===== config.mk =====
export PLATFORM = sky130hd
export DESIGN_NAME = stc_timer
export DESIGN_NICKNAME = d
export VERILOG_FILES = /design/src/stc_pkg.sv /design/src/stc_timer.sv /design/src/stc_edge_sync.sv /design/src/stc_masked_match.sv
export SDC_FILE = /design/constraint.sdc
export NUM_CORES = 1
export LEC_CHECK = 0
export ABC_AREA = 1
export BUFFER_PORTS_ARGS = -buffer_cell sky130_fd_sc_hd__buf_2
export CAP_MARGIN = 10
export CORE_ASPECT_RATIO = 0.5
export CORE_MARGIN = 4
export CORE_UTILIZATION = 50
export DETAILED_ROUTE_END_ITERATION = 10
export PLACE_DENSITY = 0.65
export SKIP_CTS_REPAIR_TIMING = 1
export SYNTH_ARGS = -nofsm -noshare
export SYNTH_HDL_FRONTEND = slang
export SYNTH_HIERARCHICAL = 1
export SYNTH_SLANG_ARGS = --single-unit

===== constraint.sdc =====
create_clock -name ref_clk -period 7.08 [get_ports ref_clk]
set_input_delay 0.354 -clock ref_clk [delete_from_list [all_inputs] [get_ports ref_clk]]
set_output_delay 0.354 -clock ref_clk [all_outputs]
set_load 0.02 [all_outputs]

===== src/stc_pkg.sv =====
// stc_pkg: register map, field layout and reset values of the system time clock
package stc_pkg;

   // bus and counter geometry
   localparam int              STC_ADDR_W         = 8;
   localparam int              STC_DATA_W         = 32;
   localparam int              STC_BASE_W         = 33;
   localparam int              STC_EXT_W          = 9;

   // register byte offsets
   localparam logic [7:0]      STC_CTRL_OFS       = 8'h00;
   localparam logic [7:0]      STC_STATUS_OFS     = 8'h04;
   localparam logic [7:0]      STC_PRE_LOW_OFS    = 8'h08;
   localparam logic [7:0]      STC_PRE_HIGH_OFS   = 8'h0C;
   localparam logic [7:0]      STC_VAL_LOW_OFS    = 8'h10;
   localparam logic [7:0]      STC_VAL_HIGH_OFS   = 8'h14;
   localparam logic [7:0]      STC_CMP_LOW_OFS    = 8'h18;
   localparam logic [7:0]      STC_CMP_HIGH_OFS   = 8'h1C;
   localparam logic [7:0]      STC_MSK_LOW_OFS    = 8'h20;
   localparam logic [7:0]      STC_MSK_HIGH_OFS   = 8'h24;

   // control field positions
   localparam int              CTRL_RATE_BIT      = 2;
   localparam int              CTRL_IRQ_EN_BIT    = 3;
   localparam int              CTRL_ENABLE_BIT    = 5;
   // status field position
   localparam int              STAT_MATCH_BIT     = 0;
   // high-word field positions
   localparam int              HIGH_TOP_BIT       = 0;
   localparam int              HIGH_EXT_LSB       = 1;
   localparam int              HIGH_EXT_MSB       = 9;

   // reset values
   localparam logic [31:0]     STC_WORD_RST       = 32'h0000_0000;
   localparam logic [8:0]      STC_EXT_RST        = 9'h000;
   localparam logic [32:0]     STC_BASE_RST       = 33'h0_0000_0000;
   localparam logic            STC_BIT_RST        = 1'h0;

   // extension counts 0..299, then the base advances
   localparam logic [8:0]      STC_EXT_LAST       = 9'h12B;

   // counter rate select
   typedef enum logic
   {
      STC_RATE_90K  = 1'b0,
      STC_RATE_TICK = 1'b1
   } stc_rate_t;

endpackage


===== src/stc_timer.sv =====
// stc_timer: system time clock counter, preload, compare and APB register file
//
// Functional notes
// writing either preload register reloads the whole counter, base and extension
// preload high holds extension in bits 9..1, base top in bit 0, reset zero
// software clears compare enable before writing preload high
// software loads preload on first clock reference and on each discontinuity
// value low reads the live low 32 base bits, normally advancing at 90 kHz
// software may read value low twice to get a trustworthy value
// value low bits 31..0 carry the low 32 base bits
// value high carries running extension in bits 9..1, base top in bit 0
// extension read coherency is not guaranteed
// enabled masked compare match sets the time match flag in status
// compare low holds low 32 compare bits, read/write, reset zero
// compare high bit 0 holds compare top bit, read/write, reset zero
// software clears compare enable before writing compare registers
// unused upper bits of high registers read zero, writes ignored
// set mask bits exclude their compare bits from the match
// 90 kHz mode: base steps when extension wraps 299 to 0; else every tick
// preload low supplies the low 32 base bits
// with time clock disabled the counters hold
// compare checked on every counter update, flag set per matching update
// preload applies on the next edge, overriding that cycle's increment
`timescale 1ns/1ps
`default_nettype none
module stc_timer
   import stc_pkg::*;
(
   // clock and reset
   input  wire logic                  ref_clk,
   input  wire logic                  reset,
   // apb slave
   input  wire logic [STC_ADDR_W-1:0] paddr,
   input  wire logic                  psel,
   input  wire logic                  penable,
   input  wire logic                  pwrite,
   input  wire logic [STC_DATA_W-1:0] pwdata,
   input  wire logic [3:0]            pstrb,
   output logic [STC_DATA_W-1:0]      prdata,
   output logic                       pready,
   output logic                       pslverr,
   // time clock pin and status
   input  wire logic                  time_clock_input,
   output logic                       time_match_flag
);

   logic [STC_BASE_W-1:0] base_reg;
   logic [STC_EXT_W-1:0]  ext_reg;
   logic [31:0]           pre_low_reg;
   logic [STC_EXT_W-1:0]  pre_ext_reg;
   logic                  pre_top_reg;
   logic [31:0]           cmp_low_reg;
   logic                  cmp_top_reg;
   logic [31:0]           msk_low_reg;
   logic                  msk_top_reg;
   logic                  enable_reg;
   logic                  irq_en_reg;
   stc_rate_t             rate_reg;
   logic                  load_pend_reg;
   logic                  updated_reg;
   logic                  flag_reg;
   logic [31:0]           prdata_reg;
   logic                  pslverr_reg;
   logic                  tick;
   logic                  match;
   logic                  match_event;
   logic                  wr_access;
   logic                  rd_setup;
   logic                  ext_wrap;
   logic                  advance;
   logic [31:0]           wr_word;
   logic [31:0]           rd_word;
   logic                  rd_hit;

   function automatic logic [31:0] apply_strb(input logic [31:0] old_v,
                                              input logic [31:0] new_v,
                                              input logic [3:0]  strb);
      logic [31:0] res;
      res = old_v;
      for (int i = 0; i < 4; i++)
      begin
         if (strb[i])
            res[i*8 +: 8] = new_v[i*8 +: 8];
      end
      return res;
   endfunction

   stc_edge_sync u_edge (
      .ref_clk    (ref_clk),
      .reset      (reset),
      .pin_in     (time_clock_input),
      .rise_pulse (tick)
   );

   stc_masked_match u_match (
      .count_base   (base_reg),
      .compare_time ({cmp_top_reg, cmp_low_reg}),
      .compare_mask ({msk_top_reg, msk_low_reg}),
      .match        (match)
   );

   // zero wait states: every transfer ends in its first access cycle
   assign pready    = 1'b1;
   assign wr_access = psel & penable & pwrite;
   assign rd_setup  = psel & ~penable;
   assign prdata    = prdata_reg;
   assign pslverr   = pslverr_reg;
   assign time_match_flag = flag_reg;

   // control, preload, compare and mask registers
   always_ff @(posedge ref_clk or posedge reset)
   begin
      if (reset)
      begin
         enable_reg  <= STC_BIT_RST;
         irq_en_reg  <= STC_BIT_RST;
         rate_reg    <= STC_RATE_90K;
         pre_low_reg <= STC_WORD_RST;
         pre_ext_reg <= STC_EXT_RST;
         pre_top_reg <= STC_BIT_RST;
         cmp_low_reg <= STC_WORD_RST;
         cmp_top_reg <= STC_BIT_RST;
         msk_low_reg <= STC_WORD_RST;
         msk_top_reg <= STC_BIT_RST;
      end
      else if (wr_access)
      begin
         case (paddr)
            STC_CTRL_OFS:
            begin
               if (pstrb[0])
               begin
                  irq_en_reg <= pwdata[CTRL_IRQ_EN_BIT];
                  enable_reg <= pwdata[CTRL_ENABLE_BIT];
                  rate_reg   <= stc_rate_t'(pwdata[CTRL_RATE_BIT]);
               end
            end
            STC_PRE_LOW_OFS:
               pre_low_reg <= apply_strb(pre_low_reg, pwdata, pstrb);
            STC_PRE_HIGH_OFS:
            begin
               // upper bits are not stored, so writes to them vanish
               pre_ext_reg <= wr_word[HIGH_EXT_MSB:HIGH_EXT_LSB];
               pre_top_reg <= wr_word[HIGH_TOP_BIT];
            end
            STC_CMP_LOW_OFS:
               cmp_low_reg <= apply_strb(cmp_low_reg, pwdata, pstrb);
            STC_CMP_HIGH_OFS:
               if (pstrb[0])
                  cmp_top_reg <= pwdata[HIGH_TOP_BIT];
            STC_MSK_LOW_OFS:
               msk_low_reg <= apply_strb(msk_low_reg, pwdata, pstrb);
            STC_MSK_HIGH_OFS:
               if (pstrb[0])
                  msk_top_reg <= pwdata[HIGH_TOP_BIT];
            default:
               ;
         endcase
      end
   end

   // merged word for the preload high register only
   assign wr_word = apply_strb({22'h000000, pre_ext_reg, pre_top_reg}, pwdata, pstrb);

   // preload lands one cycle after the write
   always_ff @(posedge ref_clk or posedge reset)
   begin
      if (reset)
         load_pend_reg <= 1'b0;
      else
         load_pend_reg <= wr_access & ((paddr == STC_PRE_LOW_OFS) | (paddr == STC_PRE_HIGH_OFS));
   end

   assign advance  = enable_reg & tick;
   assign ext_wrap = (ext_reg >= STC_EXT_LAST);

   // running counter; a preload beats the increment of the same cycle
   always_ff @(posedge ref_clk or posedge reset)
   begin
      if (reset)
      begin
         base_reg <= STC_BASE_RST;
         ext_reg  <= STC_EXT_RST;
      end
      else if (load_pend_reg)
      begin
         base_reg <= {pre_top_reg, pre_low_reg};
         ext_reg  <= pre_ext_reg;
      end
      else if (advance)
      begin
         // an extension preloaded above the wrap point wraps at once
         ext_reg <= ext_wrap ? STC_EXT_RST : ext_reg + 9'h001;
         if (rate_reg == STC_RATE_TICK || ext_wrap)
            base_reg <= base_reg + 33'h0_0000_0001;
      end
   end

   // the compare looks at the counter once after each change
   always_ff @(posedge ref_clk or posedge reset)
   begin
      if (reset)
         updated_reg <= 1'b0;
      else
         updated_reg <= load_pend_reg | advance;
   end

   assign match_event = irq_en_reg & updated_reg & match;

   // sticky match flag, write one to clear; a new match beats the clear
   always_ff @(posedge ref_clk or posedge reset)
   begin
      if (reset)
         flag_reg <= STC_BIT_RST;
      else if (match_event)
         flag_reg <= 1'b1;
      else if (wr_access && paddr == STC_STATUS_OFS && pstrb[0] && pwdata[STAT_MATCH_BIT])
         flag_reg <= 1'b0;
   end

   // read decode; extension is sampled as is, no coherency latch
   always_comb
   begin
      rd_word = 32'h0000_0000;
      rd_hit  = 1'b1;
      case (paddr)
         STC_CTRL_OFS:
         begin
            rd_word[CTRL_RATE_BIT]   = rate_reg;
            rd_word[CTRL_IRQ_EN_BIT] = irq_en_reg;
            rd_word[CTRL_ENABLE_BIT] = enable_reg;
         end
         STC_STATUS_OFS:
            rd_word[STAT_MATCH_BIT] = flag_reg;
         STC_PRE_LOW_OFS:
            rd_word = pre_low_reg;
         STC_PRE_HIGH_OFS:
            rd_word = {22'h000000, pre_ext_reg, pre_top_reg};
         STC_VAL_LOW_OFS:
            rd_word = base_reg[31:0];
         STC_VAL_HIGH_OFS:
            rd_word = {22'h000000, ext_reg, base_reg[STC_BASE_W-1]};
         STC_CMP_LOW_OFS:
            rd_word = cmp_low_reg;
         STC_CMP_HIGH_OFS:
            rd_word = {31'h00000000, cmp_top_reg};
         STC_MSK_LOW_OFS:
            rd_word = msk_low_reg;
         STC_MSK_HIGH_OFS:
            rd_word = {31'h00000000, msk_top_reg};
         default:
            rd_hit = 1'b0;
      endcase
   end

   // read data and error captured in the setup cycle
   always_ff @(posedge ref_clk or posedge reset)
   begin
      if (reset)
      begin
         prdata_reg  <= STC_WORD_RST;
         pslverr_reg <= 1'b0;
      end
      else if (rd_setup)
      begin
         prdata_reg  <= pwrite ? STC_WORD_RST : rd_word;
         pslverr_reg <= ~rd_hit;
      end
   end
endmodule
`default_nettype wire


===== src/stc_edge_sync.sv =====
// stc_edge_sync: two-flop synchroniser and rising-edge pulse for the time clock pin
`timescale 1ns/1ps
`default_nettype none
module stc_edge_sync (
   // clock and reset
   input  wire logic ref_clk,
   input  wire logic reset,
   // asynchronous pin
   input  wire logic pin_in,
   // one-cycle pulse per rising edge of the pin
   output logic      rise_pulse
);

   logic meta_reg;
   logic sync_reg;
   logic last_reg;

   // meta_reg feeds only sync_reg
   always_ff @(posedge ref_clk or posedge reset)
   begin
      if (reset)
      begin
         meta_reg <= 1'b0;
         sync_reg <= 1'b0;
         last_reg <= 1'b0;
      end
      else
      begin
         meta_reg <= pin_in;
         sync_reg <= meta_reg;
         last_reg <= sync_reg;
      end
   end

   assign rise_pulse = sync_reg & ~last_reg;

endmodule
`default_nettype wire


===== src/stc_masked_match.sv =====
// stc_masked_match: masked equality of the running base against the compare time
`timescale 1ns/1ps
`default_nettype none
module stc_masked_match
   import stc_pkg::*;
(
   // operands
   input  wire logic [STC_BASE_W-1:0] count_base,
   input  wire logic [STC_BASE_W-1:0] compare_time,
   input  wire logic [STC_BASE_W-1:0] compare_mask,
   // result
   output logic                       match
);

   // a set mask bit drops that bit out of the test
   assign match = ~|((count_base ^ compare_time) & ~compare_mask);

endmodule
`default_nettype wire


# After elaboration in Yosys (flattened, before gate mapping)
# Cells that the tools add are included.
[classes]
n_addsub = 2
magnitude_cmp = 1
n_eq_ne = 9
muxes = 16
bitwise_logic = 16
n_reduce_logical = 29
[ops]
columns = ["operator", "n"]
rows = [
  ["26-bit case mux with 6 select lines", 1],
  ["33-bit two-way mux", 3],
  ["3-bit AND reduction", 17],
  ["33-bit by 1-bit adder with 33-bit output (second input constant)", 1],
  ["33-bit bitwise AND", 1],
  ["33-bit inverter", 1],
  ["33-bit OR reduction", 1],
  ["33-bit XOR", 1],
  ["8-bit by 5-bit == test with 1-bit output (second input constant)", 4],
  ["32-bit two-way mux", 1],
  ["9-bit two-way mux", 3],
  ["8-bit by 4-bit == test with 1-bit output (second input constant)", 2],
  ["8-bit by 6-bit == test with 1-bit output (second input constant)", 2],
  ["2-bit case mux with 7 select lines", 1],
  ["1-bit case mux with 6 select lines", 2],
  ["10-bit OR reduction", 1],
  ["9-bit by 1-bit adder with 9-bit output (second input constant)", 1],
  ["9-bit greater-or-equal comparator (second input constant)", 1],
  ["1-bit case mux with 9 select lines", 1],
  ["1-bit bitwise AND", 8],
  ["8-bit by 3-bit == test with 1-bit output (second input constant)", 1],
  ["8-bit logical NOT", 1],
  ["1-bit case mux with 7 select lines", 1],
  ["2-bit nonzero test", 3],
  ["7 further kinds", 14],
]
[totals]
ff_bits = 192
word_cells = 103

# Logic depth before layout (Yosys ltp)
[depth]
word_depth = 7
ltp_mapped = 12
ltp_nobuf = 11

# Modules after synthesis
# The synthesis kept the hierarchy.
[modules_own_cells]
columns = ["module", "n_inst", "cells_each", "area_per_inst_um2", "seq_area_each_um2"]
rows = [
  ["stc_timer", 1, 1404, 10054.6, 4729.5],
  ["stc_masked_match", 1, 171, 744.5, 0.0],
  ["stc_edge_sync", 1, 6, 88.8, 75.1],
]

# Worst setup path before layout
# OpenSTA, ideal clock, no wires.
[synth_timing]
kind = "reg-to-reg"
start = "reg base_reg[1]"
end = "reg base_reg[24]"
arrival_time_ns = 1.457
required_ns = 6.957
setup_slack_ns = 5.500
path_stages_with_launch = 11
path_buffers = 0
period_less_slack_ns = 1.580
path_cell_list = "dfrtp_1 -> ha_1 -> nand2_1 -> nor2_1 -> nand2_1 -> nor2_2 -> nand2_1 -> nand2_1 -> nand3_1 -> nand2_1 -> o21ai_1"
[synth_between]
elab_chain_len = 4
[synth_rtl]
columns = ["element", "line_no", "source"]
rows = [
  ["start, declared", "stc_timer.sv:47", "logic [STC_BASE_W-1:0] base_reg;"],
  ["start signal, assigned", "stc_timer.sv:187", "base_reg <= {pre_top_reg, pre_low_reg};"],
  ["start signal, assigned", "stc_timer.sv:195", "base_reg <= base_reg + 33'h0_0000_0001;"],
  ["33-bit by 1-bit adder with 33-bit output", "stc_timer.sv:195", ""],
  ["33-bit two-way mux", "stc_timer.sv:194", "if (rate_reg == STC_RATE_TICK || ext_wrap)"],
  ["33-bit two-way mux", "stc_timer.sv:190", "else if (advance)"],
  ["33-bit two-way mux", "stc_timer.sv:185", "else if (load_pend_reg)"],
]
# No other way between the ends. The select of a mux whose other input is x is not followed.
# A chain may end at the register's enable or synchronous reset.

# Worst setup path after layout
[layout_timing]
start = "reg load_pend_reg"
end = "reg base_reg[0]"
[layout_between]
elab_chain_len = 2
elab_cells_between_ends = 4
[layout_rtl]
columns = ["element", "line_no", "source"]
rows = [
  ["start, declared", "stc_timer.sv:59", "logic load_pend_reg;"],
  ["start signal, assigned", "stc_timer.sv:171", "load_pend_reg <= wr_access & ((paddr == STC_PRE_LOW_OFS) | (paddr == STC_PRE_HIGH_OFS));"],
  ["2-bit nonzero test (no line)", "n/a", ""],
  ["2-bit AND reduction (no line)", "n/a", ""],
]
# Several ways; a longest one is shown, not always the timed one.

==> reports/metrics.csv <==
stage,metric,value,unit
logic_synthesis,syn-instance-count,1581,
floorplanning,io_pins,85,
worst_setup_path,regToRegSetupSlack,3480,ps
clock_network,clkSinkCount,192,
layout,post-route-cell-area,12000,µm²
layout,fin_util,57.4,%
power_and_ir_drop,power.net_switching,510,µW
logic_synthesis,syn-cell-area,10900,µm²
route,viasPerCell,5.31,
power_and_ir_drop,clockPowerShare,46.0,%
logic_synthesis,synthSimpleGateAreaFrac,38.1,%
logic_synthesis,ys_seq_area_share,44.1,%
layout,layout_common_cells,"nand2_1, dfrtp_1, inv_1",
worst_setup_path,path_depth,6,
power_and_ir_drop,combPwrFrac,3.9,%
worst_setup_path,cp-startpoint,load_pend_reg,
clock_network,clk_latency,460,ps
route,finalWirelength,31800,µm
logic_synthesis,synth_xor_area_share,0.724,%
layout,fillers,2078,
clock_network,htreeDepth,4,
worst_setup_path,cp.arrival,3980,ps
power_and_ir_drop,power_density,184,nW/µm²
job,maxCapViolCount,0,
worst_setup_path,slowest_delay,1140,ps
power_and_ir_drop,p_int,1710,µW
clock_network,clk_pin_slew,70,ps
global_routing,grt_max_degree,118,
timing,setup-violations-final,0,
outcome,status,"complete, no violations",
timing,period_minus_slack,3600,ps
route,num_vias,10300,
floorplanning,die_area,24300,µm²
logic_synthesis,synth_fp_nets,1633,
logic_synthesis,yosysUniqueCellTypes,42,
placement,placed_area,11400,µm²
timing,slew_headroom,19.7,%
clock_network,cts_buffers,17,
route,drc,0,
global_routing,grt_pass1_vias,9579,
logic_synthesis,ys.flop_type,dfrtp_1,
power_and_ir_drop,pwr-share-seq,50.1,%
power_and_ir_drop,ir_drop,0.142,mV
floorplanning,fp.dieH,112,µm
timing,fin_skew,10.0,ps
power_and_ir_drop,swShare,23.0,%
clock_network,cts_tree,built,
timing,fin_crit_sh,50.9,%
placement,dp_hpwl,22500,µm
layout,final_common_cell,nand2_1,
layout,syn_to_final_growth,10.6,%
worst_setup_path,crit_top_cell,nand2_1,
worst_setup_path,crit_path_top_delay_cell,dfrtp_1,
global_routing,overflow,0,
logic_synthesis,yosys.area.top_type,dfrtp_1,
timing,hold_slack,172,ps
floorplanning,core_region_area,21000,µm²
logic_synthesis,yosysTopAreaCellShare,44.1,%
worst_setup_path,crit_path_max_fanout,51,
worst_setup_path,rr_worst_depth,6,
layout,drive_gt1_share,11.5,%
worst_setup_path,path_buf_inv,2,
worst_setup_path,required,7460,ps
worst_setup_path,worstReg2RegStart,load_pend_reg,
worst_setup_path,regToRegEndpoint,base_reg[0],
global_routing,grt_pass1_wl,50900,µm
logic_synthesis,syn_avg_cell_area,6.89,µm²
worst_setup_path,crit_chain,"inv_2, nand2_1, nand2_4, inv_4, nand2_1, o21ai_2",
logic_synthesis,ys_warn_count,6,
worst_setup_path,start_kind,register,
global_routing,antenna_found_initial,0,
logic_synthesis,synth_edf_count,0,
logic_synthesis,synth_seq_cells,192,
worst_setup_path,crit_family,simple AND/OR/NAND/NOR gates,
route,drtIter0Drc,1034,
timing,slew_violations,0,
timing,rsz0062_at_grt,no,
layout,largest_reg_flops,33,
clock_network,cts_root_buf,clkbuf_16,
clock_network,cts.path.max_buffers,2,
layout,n_antenna_cell,0,
logic_synthesis,yosys.area_share.adder,0.230,%
timing,fmax,278,MHz
floorplanning,num_rows,37,
route,wl_per_cell,16.3,µm
route,dr.pass1.iters,6,
worst_hold_path,hp-class,in2reg,
logic_synthesis,synth-compound-area-share,8.15,%
route,ant_nets,0,
worst_setup_path,crit_end,base_reg[0],
logic_synthesis,synthMuxAreaShare,0.0919,%
floorplanning,initial_core_util,51.9,%
worst_setup_path,path_class,reg2reg,
placement,io_buffer_count,83,
placement,place_congestion,0.931,
timing,worst_pin_slew,1200,ps
logic_synthesis,synth_top_family_by_area,simple AND/OR/NAND/NOR gates,
worst_setup_path,end_kind,register,
timing,tns,0,ps
global_routing,grt_use_total,26.5,%
timing,hold_viol,0,
logic_synthesis,synthArstFlopShare,100,%
power_and_ir_drop,power.leakage,0.00608,µW
floorplanning,die_w,217,µm
logic_synthesis,synthTopCellsByArea,"dfrtp_1, nand2_1, inv_1",
layout,fin_nets,1694,
==> cells by family after synthesis <==
logic type,Yosys count
multiplexers,1
adder cells (fa/ha/maj),2
AO/OA/AOI/OAI,166
AND/OR/NAND/NOR,993
flip-flops,192
XOR/XNOR,9
other,1
buffers and inverters,217
==> synth_stat cells (2+ instances only) <==
| cell | n |
|---|---|
| a31oi_1 | 2 |
| or2_2 | 5 |
| nor2_2 | 13 |
| nor2_1 | 113 |
| nor3_1 | 2 |
| inv_2 | 12 |
| o21ai_2 | 9 |
| nand2_1 | 696 |
| nand3b_1 | 12 |
| inv_1 | 157 |
| clkbuf_1 | 10 |
| o21ai_1 | 32 |
| ha_1 | 2 |
| inv_4 | 2 |
| dfrtp_1 | 192 |
| xnor2_1 | 5 |
| buf_2 | 20 |
| nand2_4 | 2 |
| nand3_1 | 86 |
| nand4_1 | 29 |
| o21ai_0 | 110 |
| nand2_2 | 21 |
| nor2_4 | 6 |
| a21oi_1 | 5 |
| nand3_2 | 2 |
| buf_6 | 9 |
| xor2_1 | 4 |
| or2_0 | 3 |
| buf_4 | 5 |
| o22ai_1 | 3 |
==> layer usage <==
metal,routed length [µm],global-route usage (%)
met5,0,0
met4,496,6.77
met3,2340,5.33
met2,13300,38.8
met1,15700,40.1
==> final cells by class <==
class                      count  area, µm²  area share (%)
clock buffer                  21        470            3.91
inverter                     172        658            5.46
sequential                   192       4800            39.9
clock inverter                11        136            1.13
tap                          292        365            3.03
multi-input combinational   1172       5160            42.8
timing repair buffer          87        450            3.74
==> worst min-delay path by stage <==
stage          startpoint              end  slack (ps)  cells past startpoint
2_1_floorplan       reset  u_edge/last_reg         110                      1
3_3_place_gp        reset  u_edge/meta_reg         280                      2
3_5_place_dp        reset  u_edge/meta_reg         280                      2
4_1_cts             reset  u_edge/meta_reg        -220                      2
5_1_grt        pwdata[11]  pre_low_reg[11]         180                      3
6_report       pwdata[11]  pre_low_reg[11]         170                      3
==> power groups by stage <==
stage | clock network (µW) | registers [µW] | logic (µW)
final | 1020 | 1110 | 86.6
after detailed placement | 0 | 1130 | 87.2
after CTS | 1030 | 1110 | 87.5
after global placement | 0 | 1130 | 85.8
after floorplan | 0 | 1130 | 49.7
after global routing | 1090 | 1110 | 99.5
==> through the flow <==
step | instances | total power [µW] | setup WS, ps
6_report | 1947 | 2220 | 3480
5_1_grt | 1947 | 2300 | 3170
4_1_cts | 1945 | 2230 | 3470
3_5_place_dp | 1913 | 1220 | 3510
3_3_place_gp | 1913 | 1220 | 3660
2_1_floorplan | 1581 | 1180 | 1580
==> tightest hold or removal path: cells and delay by family <==
family	cells	cell delay (ps)
AOI/OAI and AO/OA	1	110
buffers and inverters	2	130
(Power assumes the default switching activity.)
